[config.mk]
export PLATFORM = sky130hd
export DESIGN_NAME = gfe_core
export DESIGN_NICKNAME = d
export VERILOG_FILES = /design/src/shared/gfe_pkg.sv /design/src/shared/gfe_en_if.sv /design/src/hdl/gfe_sync.sv /design/src/hdl/gfe_en_drv.sv /design/src/hdl/gfe_core.sv
export SDC_FILE = /design/constraint.sdc
export NUM_CORES = 1
export LEC_CHECK = 0
export BUFFER_PORTS_ARGS = -buffer_cell sky130_fd_sc_hd__buf_2
export CELL_PAD_IN_SITES_DETAIL_PLACEMENT = 0
export CELL_PAD_IN_SITES_GLOBAL_PLACEMENT = 1
export CORE_UTILIZATION = 30
export CTS_BUF_LIST = sky130_fd_sc_hd__clkbuf_8 sky130_fd_sc_hd__clkbuf_16
export CTS_CLUSTER_SIZE = 28
export DETAILED_ROUTE_END_ITERATION = 7
export PLACE_DENSITY_LB_ADDON = 0.08
export SLEW_MARGIN = 20
export SYNTH_ARGS = -nofsm -noshare
export SYNTH_HDL_FRONTEND = slang
export SYNTH_SLANG_ARGS = --single-unit
[constraint.sdc]
create_clock -name REF_CLK -period 10.6 [get_ports REF_CLK]
set_clock_uncertainty 0.05 [all_clocks]
set_input_delay 0.53 -clock REF_CLK [delete_from_list [all_inputs] [get_ports REF_CLK]]
set_output_delay 0.53 -clock REF_CLK [all_outputs]
set_load 0.05 [all_outputs]
[src/shared/gfe_pkg.sv]
// constants, field layout and mode codes for the gpio function and enable output block
// assumes one clock domain; users import gfe_pkg::*
// Notes on behaviour
// - in fault-indicator mode a sequencing fault asserts GPIO6, pulls enables low, saves log
// - raise pin low with lower high picks raise set; reverse picks lower; else nominal
// - raise or lower set closes all trim switches and enables margining automatically
// - nominal set leaves trim switch state to the DAC enable configuration bits
// - margin function is on while suspend input is low or software margin bit set
// - margin function freezes fault lines and reset, ignores violations, suppresses logging
// - manual reset input low holds the reset output asserted
// - after manual reset rises, reset stays asserted for the configured timeout
// - GPIO6 becomes watchdog expiry output when the three config bits read 110
// - GPIO5 becomes watchdog kick input when its three config bits read 111
// - watchdog expiry output is open-drain active-low
// - enables one to four take 3-bit codes; 110 and 111 reserved
// - enables five and six use same codes, but tracking code 100 is reserved
// - enables seven to nine take 2-bit open-drain or push-pull codes
// - low mode register holds enable one, two and low bits of enable three
// - middle register holds enable three top, four, five, and enable six low bit
// - high register holds enable six top bits, seven, eight and nine codes
package gfe_pkg;
  localparam logic [7:0] GFE_OFS_MODE_LOW = 8'h1f;
  localparam logic [7:0] GFE_OFS_MODE_MID = 8'h20;
  localparam logic [7:0] GFE_OFS_MODE_HIGH = 8'h21;
  localparam logic [7:0] GFE_RST_MODE_LOW = 8'h00;
  localparam logic [7:0] GFE_RST_MODE_MID = 8'h00;
  localparam logic [7:0] GFE_RST_MODE_HIGH = 8'h00;
  // field positions inside the mode registers
  localparam int GFE_EN1_LSB = 0;
  localparam int GFE_EN2_LSB = 3;
  localparam int GFE_EN3_LO_LSB = 6;
  localparam int GFE_EN3_HI_BIT = 0;
  localparam int GFE_EN4_LSB = 1;
  localparam int GFE_EN5_LSB = 4;
  localparam int GFE_EN6_LO_BIT = 7;
  localparam int GFE_EN6_HI_LSB = 0;
  localparam int GFE_EN7_LSB = 2;
  localparam int GFE_EN8_LSB = 4;
  localparam int GFE_EN9_LSB = 6;
  // channel counts and capabilities
  localparam int GFE_NUM_EN = 9;
  localparam int GFE_NUM_TRACK = 4;
  localparam int GFE_NUM_WIDE = 6;
  localparam int GFE_NUM_DAC = 12;
  localparam int GFE_TMO_W = 24;
  // enable output mode codes
  localparam logic [2:0] GFE_MODE_OD_LOW = 3'h0;
  localparam logic [2:0] GFE_MODE_OD_HIGH = 3'h1;
  localparam logic [2:0] GFE_MODE_PP_LOW = 3'h2;
  localparam logic [2:0] GFE_MODE_PP_HIGH = 3'h3;
  localparam logic [2:0] GFE_MODE_TRACK = 3'h4;
  localparam logic [2:0] GFE_MODE_PUMP = 3'h5;
  // trim set selection codes
  localparam logic [1:0] GFE_SET_NOMINAL = 2'h0;
  localparam logic [1:0] GFE_SET_RAISE = 2'h1;
  localparam logic [1:0] GFE_SET_LOWER = 2'h2;
  // GPIO6 function select and watchdog patterns
  localparam logic [1:0] GFE_G6_NONE = 2'h0;
  localparam logic [1:0] GFE_G6_FAULT_PU = 2'h1;
  localparam logic [1:0] GFE_G6_SUSPEND = 2'h2;
  localparam logic [2:0] GFE_WDO_PATTERN = 3'h6;
  localparam logic [2:0] GFE_WDI_PATTERN = 3'h7;
  // pin positions inside the GPIO input vector (GPIO1 at 0)
  localparam int GFE_GPIO_RAISE = 1;
  localparam int GFE_GPIO_LOWER = 2;
  localparam int GFE_GPIO_MR = 3;
  localparam int GFE_GPIO_KICK = 4;
  localparam int GFE_GPIO_SIX = 5;

  // true when a code is not usable on the given channel
  function automatic logic gfe_mode_reserved(input logic [2:0] mode, input int idx);
    logic rsv;
    rsv = 1'b0;
    if (idx >= GFE_NUM_WIDE) begin
      rsv = mode[2];
    end else if (mode > GFE_MODE_PUMP) begin
      rsv = 1'b1;
    end else if (idx >= GFE_NUM_TRACK && mode == GFE_MODE_TRACK) begin
      rsv = 1'b1;
    end
    return rsv;
  endfunction
endpackage

[src/shared/gfe_en_if.sv]
// signals between the control core and one enable output driver
// assumes both ends run on the same clock and reset
`timescale 1ns/1ps
`default_nettype none
interface gfe_en_if (
  input wire logic clk,
  input wire logic rst
);
  logic [2:0] mode;
  logic assert_req;
  logic force_low;
  logic pin_o;
  logic pin_oe;
  logic track;
  logic pump;
  modport ctrl (output mode, output assert_req, output force_low,
                input pin_o, input pin_oe, input track, input pump);
  modport drv (input clk, input rst, input mode, input assert_req, input force_low,
               output pin_o, output pin_oe, output track, output pump);
endinterface
`default_nettype wire

[src/hdl/gfe_sync.sv]
// two-flop synchroniser for pin inputs
// assumes inputs are asynchronous levels
`timescale 1ns/1ps
`default_nettype none
module gfe_sync #(
  parameter int W = 1
) (
  input wire logic clk,
  input wire logic rst,
  input wire logic [W-1:0] d,
  output logic [W-1:0] q
);
  logic [W-1:0] meta_r;
  logic [W-1:0] sync_r;

  // first stage feeds only the second
  always_ff @(posedge clk or posedge rst) begin
    if (rst) begin
      meta_r <= '0;
      sync_r <= '0;
    end else begin
      meta_r <= d;
      sync_r <= meta_r;
    end
  end
  assign q = sync_r;
endmodule
`default_nettype wire

[src/hdl/gfe_en_drv.sv]
// one enable output driver: mode decode and registered pin drive
// assumes the core supplies mode, request and force-low on the same clock
`timescale 1ns/1ps
`default_nettype none
module gfe_en_drv
  import gfe_pkg::*;
#(
  parameter int IDX = 0
) (
  gfe_en_if.drv en
);
  logic rsv_w;
  logic a_w;
  logic o_nxt, oe_nxt, track_nxt, pump_nxt;
  logic o_r, oe_r, track_r, pump_r;

  assign rsv_w = gfe_mode_reserved(en.mode, IDX);
  assign a_w = en.assert_req;

  // pin level and enable from the mode code
  always_comb begin
    o_nxt = 1'b0;
    oe_nxt = 1'b0;
    track_nxt = 1'b0;
    pump_nxt = 1'b0;
    if (en.force_low) begin
      oe_nxt = 1'b1; // forced low in every mode
    end else if (rsv_w) begin
      oe_nxt = 1'b0;
    end else begin
      unique case (en.mode)
        GFE_MODE_OD_LOW: oe_nxt = a_w;
        GFE_MODE_OD_HIGH: oe_nxt = !a_w;
        GFE_MODE_PP_LOW: begin
          oe_nxt = 1'b1;
          o_nxt = !a_w;
        end
        GFE_MODE_PP_HIGH: begin
          oe_nxt = 1'b1;
          o_nxt = a_w;
        end
        GFE_MODE_TRACK: track_nxt = a_w;
        default: pump_nxt = a_w;
      endcase
    end
  end

  // registered drive
  always_ff @(posedge en.clk or posedge en.rst) begin
    if (en.rst) begin
      o_r <= 1'b0;
      oe_r <= 1'b0;
      track_r <= 1'b0;
      pump_r <= 1'b0;
    end else begin
      o_r <= o_nxt;
      oe_r <= oe_nxt;
      track_r <= track_nxt;
      pump_r <= pump_nxt;
    end
  end
  assign en.pin_o = o_r;
  assign en.pin_oe = oe_r;
  assign en.track = track_r;
  assign en.pump = pump_r;
endmodule
`default_nettype wire

[src/hdl/gfe_core.sv]
// gpio special functions and supply-enable output configuration
// assumes pins arrive unsynchronised; config, sequencer and watchdog inputs share REF_CLK
`timescale 1ns/1ps
`default_nettype none
module gfe_core
  import gfe_pkg::*;
(
  input wire logic REF_CLK,
  input wire logic RST,
  input wire logic [7:0] REG_ADDR,
  input wire logic REG_WR_EN,
  input wire logic [7:0] REG_WR_DATA,
  output logic [7:0] REG_RD_DATA,
  input wire logic MARGIN_PINS_CFG,
  input wire logic MR_CFG,
  input wire logic [1:0] GPIO6_FUNC,
  input wire logic [1:0] WDT_CFG_HI,
  input wire logic WDT_CFG_LO,
  input wire logic [2:0] WDI_CFG,
  input wire logic [GFE_NUM_DAC-1:0] DAC_EN_CFG,
  input wire logic SW_MARGIN,
  input wire logic [5:0] GPIO_IN,
  input wire logic SEQ_FAULT,
  input wire logic FAULT_PU_CLEAR,
  input wire logic WDT_EXPIRED,
  input wire logic [GFE_TMO_W-1:0] RST_TIMEOUT_CYC,
  input wire logic FAULT_LINE_ONE_IN,
  input wire logic FAULT_LINE_TWO_IN,
  input wire logic ANY_FAULT_IN,
  input wire logic RESET_REQ_IN,
  input wire logic [GFE_NUM_EN-1:0] EN_REQ,
  output logic [1:0] DAC_SET_SEL,
  output logic [GFE_NUM_DAC-1:0] DAC_SW_CLOSED,
  output logic MARGIN_ACTIVE,
  output logic FAULT_LINE_ONE_OUT,
  output logic FAULT_LINE_TWO_OUT,
  output logic ANY_FAULT_OUT,
  output logic RESET_N_OUT,
  output logic FAULT_LOG_SAVE,
  output logic GPIO6_OUT,
  output logic GPIO6_OE,
  output logic WD_KICK,
  output logic [GFE_NUM_EN-1:0] EN_OUT_O,
  output logic [GFE_NUM_EN-1:0] EN_OUT_OE,
  output logic [GFE_NUM_EN-1:0] EN_TRACK,
  output logic [GFE_NUM_EN-1:0] EN_PUMP
);
  logic [5:0] gpio_s;
  logic [7:0] mode_low_r, mode_mid_r, mode_high_r;
  logic [7:0] rd_nxt, rd_r;
  logic wr_low_w, wr_mid_w, wr_high_w;
  logic wdo_sel_w, wdi_sel_w, fpu_sel_w, susp_sel_w;
  logic raise_w, lower_w;
  logic [1:0] set_nxt, set_r;
  logic [GFE_NUM_DAC-1:0] sw_nxt, sw_r;
  logic susp_low_w, margin_en_w, margin_r;
  logic f1_r, f2_r, anyf_r, rst_n_r;
  logic fpu_set_w, fpu_r, save_r;
  logic mr_low_w, mr_active_w, reset_req_w;
  logic [GFE_TMO_W-1:0] mr_cnt_r;
  logic g6_oe_nxt, g6_oe_r, kick_r;
  logic [2:0] mode_w [GFE_NUM_EN];
  logic [GFE_NUM_EN-1:0] o_w, oe_w, track_w, pump_w;

  // pins pass two flops before use
  gfe_sync #(.W(6)) u_pin_sync (
    .clk(REF_CLK),
    .rst(RST),
    .d(GPIO_IN),
    .q(gpio_s)
  );

  // register decode
  assign wr_low_w = REG_WR_EN && REG_ADDR == GFE_OFS_MODE_LOW;
  assign wr_mid_w = REG_WR_EN && REG_ADDR == GFE_OFS_MODE_MID;
  assign wr_high_w = REG_WR_EN && REG_ADDR == GFE_OFS_MODE_HIGH;

  // mode register storage
  always_ff @(posedge REF_CLK or posedge RST) begin
    if (RST) begin
      mode_low_r <= GFE_RST_MODE_LOW;
      mode_mid_r <= GFE_RST_MODE_MID;
      mode_high_r <= GFE_RST_MODE_HIGH;
    end else begin
      if (wr_low_w) mode_low_r <= REG_WR_DATA;
      if (wr_mid_w) mode_mid_r <= REG_WR_DATA;
      if (wr_high_w) mode_high_r <= REG_WR_DATA;
    end
  end

  // read mux, unmapped reads return zero
  always_comb begin
    unique case (REG_ADDR)
      GFE_OFS_MODE_LOW: rd_nxt = mode_low_r;
      GFE_OFS_MODE_MID: rd_nxt = mode_mid_r;
      GFE_OFS_MODE_HIGH: rd_nxt = mode_high_r;
      default: rd_nxt = 8'h00;
    endcase
  end

  // per-channel mode fields, split codes joined here
  assign mode_w[0] = mode_low_r[GFE_EN1_LSB +: 3];
  assign mode_w[1] = mode_low_r[GFE_EN2_LSB +: 3];
  assign mode_w[2] = {mode_mid_r[GFE_EN3_HI_BIT], mode_low_r[GFE_EN3_LO_LSB +: 2]};
  assign mode_w[3] = mode_mid_r[GFE_EN4_LSB +: 3];
  assign mode_w[4] = mode_mid_r[GFE_EN5_LSB +: 3];
  assign mode_w[5] = {mode_high_r[GFE_EN6_HI_LSB +: 2], mode_mid_r[GFE_EN6_LO_BIT]};
  assign mode_w[6] = {1'b0, mode_high_r[GFE_EN7_LSB +: 2]};
  assign mode_w[7] = {1'b0, mode_high_r[GFE_EN8_LSB +: 2]};
  assign mode_w[8] = {1'b0, mode_high_r[GFE_EN9_LSB +: 2]};

  // GPIO5 and GPIO6 function selection; watchdog pattern wins GPIO6
  assign wdo_sel_w = {WDT_CFG_HI, WDT_CFG_LO} == GFE_WDO_PATTERN;
  assign wdi_sel_w = WDI_CFG == GFE_WDI_PATTERN;
  assign fpu_sel_w = !wdo_sel_w && GPIO6_FUNC == GFE_G6_FAULT_PU;
  assign susp_sel_w = !wdo_sel_w && GPIO6_FUNC == GFE_G6_SUSPEND;

  // trim set choice from the margin pins
  assign raise_w = gpio_s[GFE_GPIO_RAISE];
  assign lower_w = gpio_s[GFE_GPIO_LOWER];
  always_comb begin
    set_nxt = GFE_SET_NOMINAL;
    if (MARGIN_PINS_CFG && !raise_w && lower_w) begin
      set_nxt = GFE_SET_RAISE;
    end else if (MARGIN_PINS_CFG && raise_w && !lower_w) begin
      set_nxt = GFE_SET_LOWER;
    end
  end
  assign sw_nxt = (set_nxt != GFE_SET_NOMINAL) ? '1 : DAC_EN_CFG;

  // margin function and output freeze
  assign susp_low_w = susp_sel_w && !gpio_s[GFE_GPIO_SIX];
  assign margin_en_w = susp_low_w || SW_MARGIN || set_nxt != GFE_SET_NOMINAL;

  // manual reset hold and timeout
  assign mr_low_w = MR_CFG && !gpio_s[GFE_GPIO_MR];
  assign mr_active_w = mr_low_w || mr_cnt_r != '0;
  assign reset_req_w = RESET_REQ_IN || mr_active_w;

  always_ff @(posedge REF_CLK or posedge RST) begin
    if (RST) begin
      mr_cnt_r <= '0;
    end else if (mr_low_w) begin
      mr_cnt_r <= RST_TIMEOUT_CYC;
    end else if (mr_cnt_r != '0) begin
      mr_cnt_r <= mr_cnt_r - GFE_TMO_W'(1);
    end
  end

  // fault-on-power-up latch; set beats clear, ignored while margining
  assign fpu_set_w = fpu_sel_w && SEQ_FAULT && !margin_en_w;

  always_ff @(posedge REF_CLK or posedge RST) begin
    if (RST) begin
      fpu_r <= 1'b0;
      save_r <= 1'b0;
    end else begin
      fpu_r <= fpu_set_w || (fpu_r && !FAULT_PU_CLEAR && fpu_sel_w);
      save_r <= fpu_set_w && !fpu_r;
    end
  end

  // GPIO6 open-drain drive for watchdog expiry or fault indicator
  assign g6_oe_nxt = wdo_sel_w ? WDT_EXPIRED : (fpu_sel_w && fpu_r);

  // registered outputs; frozen lines hold while margining
  always_ff @(posedge REF_CLK or posedge RST) begin
    if (RST) begin
      rd_r <= 8'h00;
      set_r <= GFE_SET_NOMINAL;
      sw_r <= '0;
      margin_r <= 1'b0;
      f1_r <= 1'b0;
      f2_r <= 1'b0;
      anyf_r <= 1'b0;
      rst_n_r <= 1'b0;
      g6_oe_r <= 1'b0;
      kick_r <= 1'b0;
    end else begin
      rd_r <= rd_nxt;
      set_r <= set_nxt;
      sw_r <= sw_nxt;
      margin_r <= margin_en_w;
      if (!margin_en_w) begin
        f1_r <= FAULT_LINE_ONE_IN;
        f2_r <= FAULT_LINE_TWO_IN;
        anyf_r <= ANY_FAULT_IN;
        rst_n_r <= !reset_req_w;
      end
      g6_oe_r <= g6_oe_nxt;
      kick_r <= wdi_sel_w && gpio_s[GFE_GPIO_KICK];
    end
  end

  // enable output drivers
  gfe_en_if en_if [GFE_NUM_EN] (.clk(REF_CLK), .rst(RST));
  for (genvar i = 0; i < GFE_NUM_EN; i++) begin : g_en
    assign en_if[i].mode = mode_w[i];
    assign en_if[i].assert_req = EN_REQ[i];
    assign en_if[i].force_low = fpu_r;
    assign o_w[i] = en_if[i].pin_o;
    assign oe_w[i] = en_if[i].pin_oe;
    assign track_w[i] = en_if[i].track;
    assign pump_w[i] = en_if[i].pump;
    gfe_en_drv #(.IDX(i)) u_drv (
      .en(en_if[i])
    );
  end

  // output ports
  assign REG_RD_DATA = rd_r;
  assign DAC_SET_SEL = set_r;
  assign DAC_SW_CLOSED = sw_r;
  assign MARGIN_ACTIVE = margin_r;
  assign FAULT_LINE_ONE_OUT = f1_r;
  assign FAULT_LINE_TWO_OUT = f2_r;
  assign ANY_FAULT_OUT = anyf_r;
  assign RESET_N_OUT = rst_n_r;
  assign FAULT_LOG_SAVE = save_r;
  assign GPIO6_OUT = 1'b0;
  assign GPIO6_OE = g6_oe_r;
  assign WD_KICK = kick_r;
  assign EN_OUT_O = o_w;
  assign EN_OUT_OE = oe_w;
  assign EN_TRACK = track_w;
  assign EN_PUMP = pump_w;
endmodule
`default_nettype wire

# [Yosys cells after proc, flatten, opt, wreduce, memory -nomap -nowiden]
# Cells that the tools add are included.
[op_classes] add_sub_neg=1 multipliers=0 n_div=0 n_lt_le_gt_ge=6 n_eq_ne=40 shifts=0 muxes=105 n_bitwise=0 reduce_logical=71
[ops] operator="$mux W1" count=81
[ops] operator="$mux W24" count=2
[ops] operator="$eq A3 B2 Y1 const B" count=12
[ops] operator="$reduce_or A5 Y1" count=6
[ops] operator="$logic_not A3 Y1" count=9
[ops] operator="$pmux W1 S3" count=9
[ops] operator="$eq A3 B3 Y1 const B" count=8
[ops] operator="$pmux W8 S3" count=1
[ops] operator="$reduce_bool A24 Y1" count=1
[ops] operator="$sub A24 B1 Y24 const B" count=1
[ops] operator="$eq A3 B1 Y1 const B" count=6
[ops] operator="$gt A3 B3 Y1 const B" count=6
[ops] operator="$logic_and A1 B1 Y1" count=18
[ops] operator="$logic_not A1 Y1" count=18
[ops] operator="$pmux W1 S2" count=9
[ops] operator="$reduce_or A2 Y1" count=9
[ops] operator="$eq A8 B6 Y1 const B" count=2
[ops] operator="$eq A2 B2 Y1 const B" count=7
[ops] operator="$mux W12" count=1
[ops] operator="$reduce_or A4 Y1" count=3
[ops] operator="$eq A2 B1 Y1 const B" count=4
[ops] operator="$eq A8 B5 Y1 const B" count=1
[ops] operator="$logic_or A1 B1 Y1" count=5
[ops] operator="$mux W2" count=2
[ops] operator="$reduce_bool A2 Y1" count=2
[totals] register_bits=124 latch_bits=0 ramBits=0 mem_bits_ro=0 inputBits=88 out_inout_bits=67 wordCells=274 memories=0

# [Depth between registers and ports, before layout]
[logic_depth] ltp_word=9 ltp_mapped=7 mapped_depth_nobuf=6

# [Cells and area by module]
# A second synthesis with hierarchy kept.
[hier_totals] cells_unflattened=496 hier_area_um2=5570.3
[by_module_without_submodules] module="gfe_core" n_inst=1 cells_per_inst=363 area_per_inst_um2=3883.7 seq_area_each_um2=1976.9
[by_module_without_submodules] module="gfe_en_drv at g_en[0].u_drv ..." n_inst=4 cells_per_inst=14 area_per_inst_um2=162.7 seq_area_each_um2=100.1
[by_module_without_submodules] module="gfe_en_drv at g_en[6].u_drv ..." n_inst=3 cells_per_inst=12 area_per_inst_um2=141.4 seq_area_each_um2=100.1
[by_module_without_submodules] module="gfe_en_drv at g_en[4].u_drv ..." n_inst=2 cells_per_inst=14 area_per_inst_um2=153.9 seq_area_each_um2=100.1
[by_module_without_submodules] module="gfe_sync" n_inst=1 cells_per_inst=13 area_per_inst_um2=304.0 seq_area_each_um2=300.3

# [Worst setup path after synthesis]
# Ideal clock, no wire load.
[synth_path] kind="input-to-reg" start="input REG_ADDR[1]" end="register mode_high_r[0]" setup_time_ns=0.125 arrival_ns=2.042 required_time_ns=10.425 slack_ns=8.384 path_stages=4 n_path_buf=0 cell_sequence="or4b_1 nor3_2 nand2_1 mux2_2"
[synth_between] elab_chain_len=2
[synth_rtl] element="start: declaration" line="gfe_core.sv:10" text="input wire logic [7:0] REG_ADDR,"
[synth_rtl] element="$eq A8 B6 Y1" line="gfe_core.sv:76" text="assign wr_high_w = REG_WR_EN && REG_ADDR == GFE_OFS_MODE_HIGH;"
[synth_rtl] element="$logic_and A1 B1 Y1" line="gfe_core.sv:76"
[synth_rtl] element="end signal: assignment" line="gfe_core.sv:83" text="mode_high_r <= GFE_RST_MODE_HIGH;"
[synth_rtl] element="end signal: assignment" line="gfe_core.sv:87" text="if (wr_high_w) mode_high_r <= REG_WR_DATA;"
[synth_rtl] element="end: declaration" line="gfe_core.sv:49" text="logic [7:0] mode_low_r, mode_mid_r, mode_high_r;"
# No other way between the ends.
# A chain may end at the register's enable or synchronous reset.

# [Final worst setup path]
[layout_path] start="register mr_cnt_r[18]" end="register mr_cnt_r[10]"
[layout_between] elab_chain_len=2
[layout_rtl] element="start: declaration" line="gfe_core.sv:60" text="logic [GFE_TMO_W-1:0] mr_cnt_r;"
[layout_rtl] element="start signal: assignment" line="gfe_core.sv:146" text="mr_cnt_r <= mr_cnt_r - GFE_TMO_W'(1);"
[layout_rtl] element="$reduce_bool A24 Y1" line="gfe_core.sv:145" text="end else if (mr_cnt_r != '0) begin"
[layout_rtl] element="$reduce_bool A2 Y1 (no source line)"
# No other way between the ends.

==> run summary <==
The post-detailed-routing wire length came out at 13800 um. The share of synthesized area occupied by flip-flops and latches is 0.550. The remaining routing DRC violations is 0. met2 is the most crowded layer. TritonCTS built the clock tree.

The worst setup path is captured at a register. The aggregate global routing overflow is 0. The vias after detailed routing came out at 4008. The combined global-route utilization of all metal layers is 0.157.

STA classifies the critical path startpoint as a register. The portion of the clock cycle consumed by the worst path in the final layout is 0.299. The starting utilization of the core area came out at 0.311. Setup repair after global routing left no endpoint under its margin. The highest net fanout along the worst path is 13.

Summing internal, switching and leakage power gives 1260 uW. The arrival time at the worst endpoint is 3.35 ns. From bottom edge to top edge, the die measures 137 um. Synthesis handed over a netlist of 471 instances. The number of post-CTS setup repair buffers came out at 0. The pin count of the biggest net entering global routing is 83. The initial antenna violation count came out at 0. The pre-antenna-repair detailed-routing pass consisted of 7 iterations. The final critical delay including setup and external delays is 3.17 ns. The worst setup path is of the reg2reg kind. Setup violations remaining at the end of the flow were counted as 0.

The final worst slack came out at 7.43 ns. From synthesis to final layout, the design area changed by 24.7%. The most critical setup path has its startpoint at mr_cnt_r[18]. The mapped cell area came out at 5460 sq um. The depth of the most critical reg-to-reg path came out at 4. The first global-routing pass estimated 21900 um of wire.

The number of endpoints with negative hold slack in the final report came out at 0. In this run the core area contains 48 standard-cell rows. The core area is 17500 sq um. The clock buffer count from CTS came out at 17. Based on the critical path, the design can be clocked at up to 316 MHz.

The most critical setup path has its endpoint at mr_cnt_r[10]. The die is 137 um wide. The number of flops mapped to enable cells by yosys came out at 0. In this run the clock root is driven by a sky130_fd_sc_hd__clkbuf_16.

The global-route track usage on met3 came out at 0.0522. The number of synthesized register bits came out at 120. VDD sags by at most 0.107 mV. On the worst path, the slowest cell contributes a delay of 1.11 ns. The endpoint identified for the worst register-to-register timing path is mr_cnt_r[10].

The worst hold path belongs to the class in2async. The post-synthesis average cell area is 11.6 sq um. The signal on the critical path passes through nor4_1 -> nand4b_1 -> nor2_1 -> a211oi_1. The H-tree depth came out at 4. The maximum buffer depth of the clock tree came out at 2.

The worst path required time is 10.78 ns. The vias per cell came out at 4.79. The clock slew at the register clock pins of the worst setup and hold paths is 0.06 ns.

The filler cells instantiated in the layout total 1752. The max-slew violation total from the final report came out at 0. Dividing the detail-routed wire length by the instance count gives 16.5 um. After legalization and detailed placement, the total HPWL measured 9620 um. At the pin with the least slew margin, the transition time is 1.13 ns. After clock tree synthesis, the flow added hold-fix buffers numbering 0. Among all flip-flop cells after synthesis, the most frequent one is sky130_fd_sc_hd__dfrtp_1. For the worst-skew pair, the clock arrives at the later sink with an insertion delay of 0.41 ns.

The number of unique standard cell types used by synthesis is 53. Headroom to the max-slew limit came out at 0.245. The post-cts gate resize count is 0. The met1 track utilization from global routing is 0.184. Max-cap violations in this run came to 0. The number of nets still failing antenna checks after routing is 0. The port buffer count is 149.

Once layout is complete, the utilization of the core stands at 0.388. The count of pins on the block boundary came out at 155. The proportion of register bits with asynchronous set or reset after synthesis came out at 1.00. The placer congestion estimate came out at 0.737. The net count reported at finish is 701.

The antenna cell count is 0. For this run, global-route usage on met2 was measured as 0.269. The via count of the first global-routing pass came out at 4202.

The library cell contributing the largest single delay on the critical path is sky130_fd_sc_hd__nor2_1. The placement-stage worst setup slack came out at 7.33 ns. The Yosys step of the flow raised 0 warnings. The clock net sink count is 120. The area of the die came out at 18700 sq um. The proportion of layout cells with a drive suffix above 1 came out at 0.373. The number of design-rule violations left by the first detailed-router iteration is 248.

The total power density per cell area is 184 nW/um^2. The startpoint of the worst-slack reg-to-reg timing path is mr_cnt_r[18]. After routing, the total negative slack on setup checks comes to 0 ns. In this run the static leakage power is 0.00333 uW.

The final hold slack came out at 0.113 ns. The flow ran to the end, and the final reports show no timing, DRC or antenna violations. The slack of the worst reg-to-reg path is 7.43 ns.
-- metal layers --
metal	wire length, um	part of all wire	vias to the layer above
li1	-	-	1915
met1	5810	0.42	1963
met2	7020	0.51	120
met3	848	0.061	10
met4	147	0.011	0
met5	0	0	-
-- flip-flops by register name (all words and copies together), names as in the netlist, 8 cells and up --
name / count
mode_low_r: 8
mode_mid_r: 8
g_en.u_drv.en.pin_o: 9
REG_RD_DATA: 8
DAC_SW_CLOSED: 12
mr_cnt_r: 24
g_en.u_drv.en.pin_oe: 9
mode_high_r: 8
-- synth_stat cells (all sizes together) (5+ instances only) --
library cell  number  area (sq um)
dfrtp            120          3000
buf               40           289
mux2              30           338
inv               26          97.6
nor2              26          97.6
nor3              18           100
o21ai             18          90.1
nand2b            17           106
ha                14           175
nand2             14          52.6
nor4              11          87.6
clkbuf            10          37.5
nand4             10          68.8
a21oi              9          45.0
nand3              9          45.0
xor2               9          78.8
a222oi             8          80.1
nor4b              8          70.1
mux2i              7          70.1
or3                6          37.5
a211oi             5          37.5
a311oi             5          50.0
o22ai              5          31.3
or4                5          41.3
-- logic make-up after synthesis --
logic type                 after synthesis  synth area share
other                                    1          0.000687
buffers and inverters                   76            0.0777
xor gates and xnor gates                12            0.0192
muxes                                   37            0.0747
and+or+nand+nor                        145             0.160
adders and majority gates               14            0.0321
DFF                                    120             0.550
AOI/OAI and AO/OA                       66            0.0859
-- cell type report --
| type | count | area [sq um] | share of cell area |
|---|---|---|---|
| clock buffers | 19 | 453 | 0.0665 |
| clock inverters | 13 | 130 | 0.0191 |
| inverters | 26 | 100 | 0.0147 |
| multi-input cells | 281 | 2060 | 0.303 |
| flip-flops and latches | 120 | 3000 | 0.441 |
| well taps | 225 | 282 | 0.0413 |
| repair buffers | 153 | 779 | 0.114 |
-- stage by stage --
step / cell area (sq um) / instances
after global placement: 6220 / 805
after detailed placement: 6220 / 805
after global routing: 6810 / 837
final: 6810 / 837
after floorplan: 5480 / 477
after CTS: 6800 / 837
-- worst min path at each step --
stage | endpoint | startpoint | slack, ns | cells past startpoint
2_1_floorplan | u_pin_sync.q[1] | u_pin_sync.meta_r[1] | 0.28 | 0
3_3_place_gp | u_pin_sync.q[5] | u_pin_sync.meta_r[5] | 0.28 | 0
3_5_place_dp | u_pin_sync.q[1] | u_pin_sync.meta_r[1] | 0.29 | 0
4_1_cts | u_pin_sync.q[4] | RST | 0.12 | 2
5_1_grt | u_pin_sync.q[4] | RST | 0.13 | 2
6_report | u_pin_sync.q[4] | RST | 0.11 | 2
-- layout by cell type (no fill, tap or decap), types with 7 or more instances in the layout --
| cell | n |
|---|---|
| sky130_fd_sc_hd__nand3_1 | 9 |
| sky130_fd_sc_hd__nand2b_1 | 17 |
| sky130_fd_sc_hd__nor3_1 | 16 |
| sky130_fd_sc_hd__nor4b_1 | 8 |
| sky130_fd_sc_hd__inv_1 | 27 |
| sky130_fd_sc_hd__conb_1 | 7 |
| sky130_fd_sc_hd__a21oi_1 | 9 |
| sky130_fd_sc_hd__nand4_1 | 9 |
| sky130_fd_sc_hd__dfrtp_1 | 120 |
| sky130_fd_sc_hd__a222oi_1 | 8 |
| sky130_fd_sc_hd__xor2_1 | 9 |
| sky130_fd_sc_hd__mux2i_1 | 7 |
| sky130_fd_sc_hd__buf_2 | 149 |
| sky130_fd_sc_hd__nor2_1 | 26 |
| sky130_fd_sc_hd__mux2_2 | 30 |
| sky130_fd_sc_hd__o21ai_0 | 18 |
| sky130_fd_sc_hd__nor4_1 | 7 |
| sky130_fd_sc_hd__ha_1 | 14 |
| sky130_fd_sc_hd__nand2_1 | 14 |
| sky130_fd_sc_hd__clkbuf_16 | 17 |
-- critical path: cells and delay by family, from the launching register on --
kind | cells | cell delay [ns]
flops | 1 | 0.43
simple gates | 3 | 2.40
compound gates | 1 | 0.11
-- power by group --
part           switching [uW]  total [uW]  internal [uW]
Sequential               34.4         527            493
Clock                     209         565            356
Combinational             108         163           55.3
(Power assumes the default switching activity.)
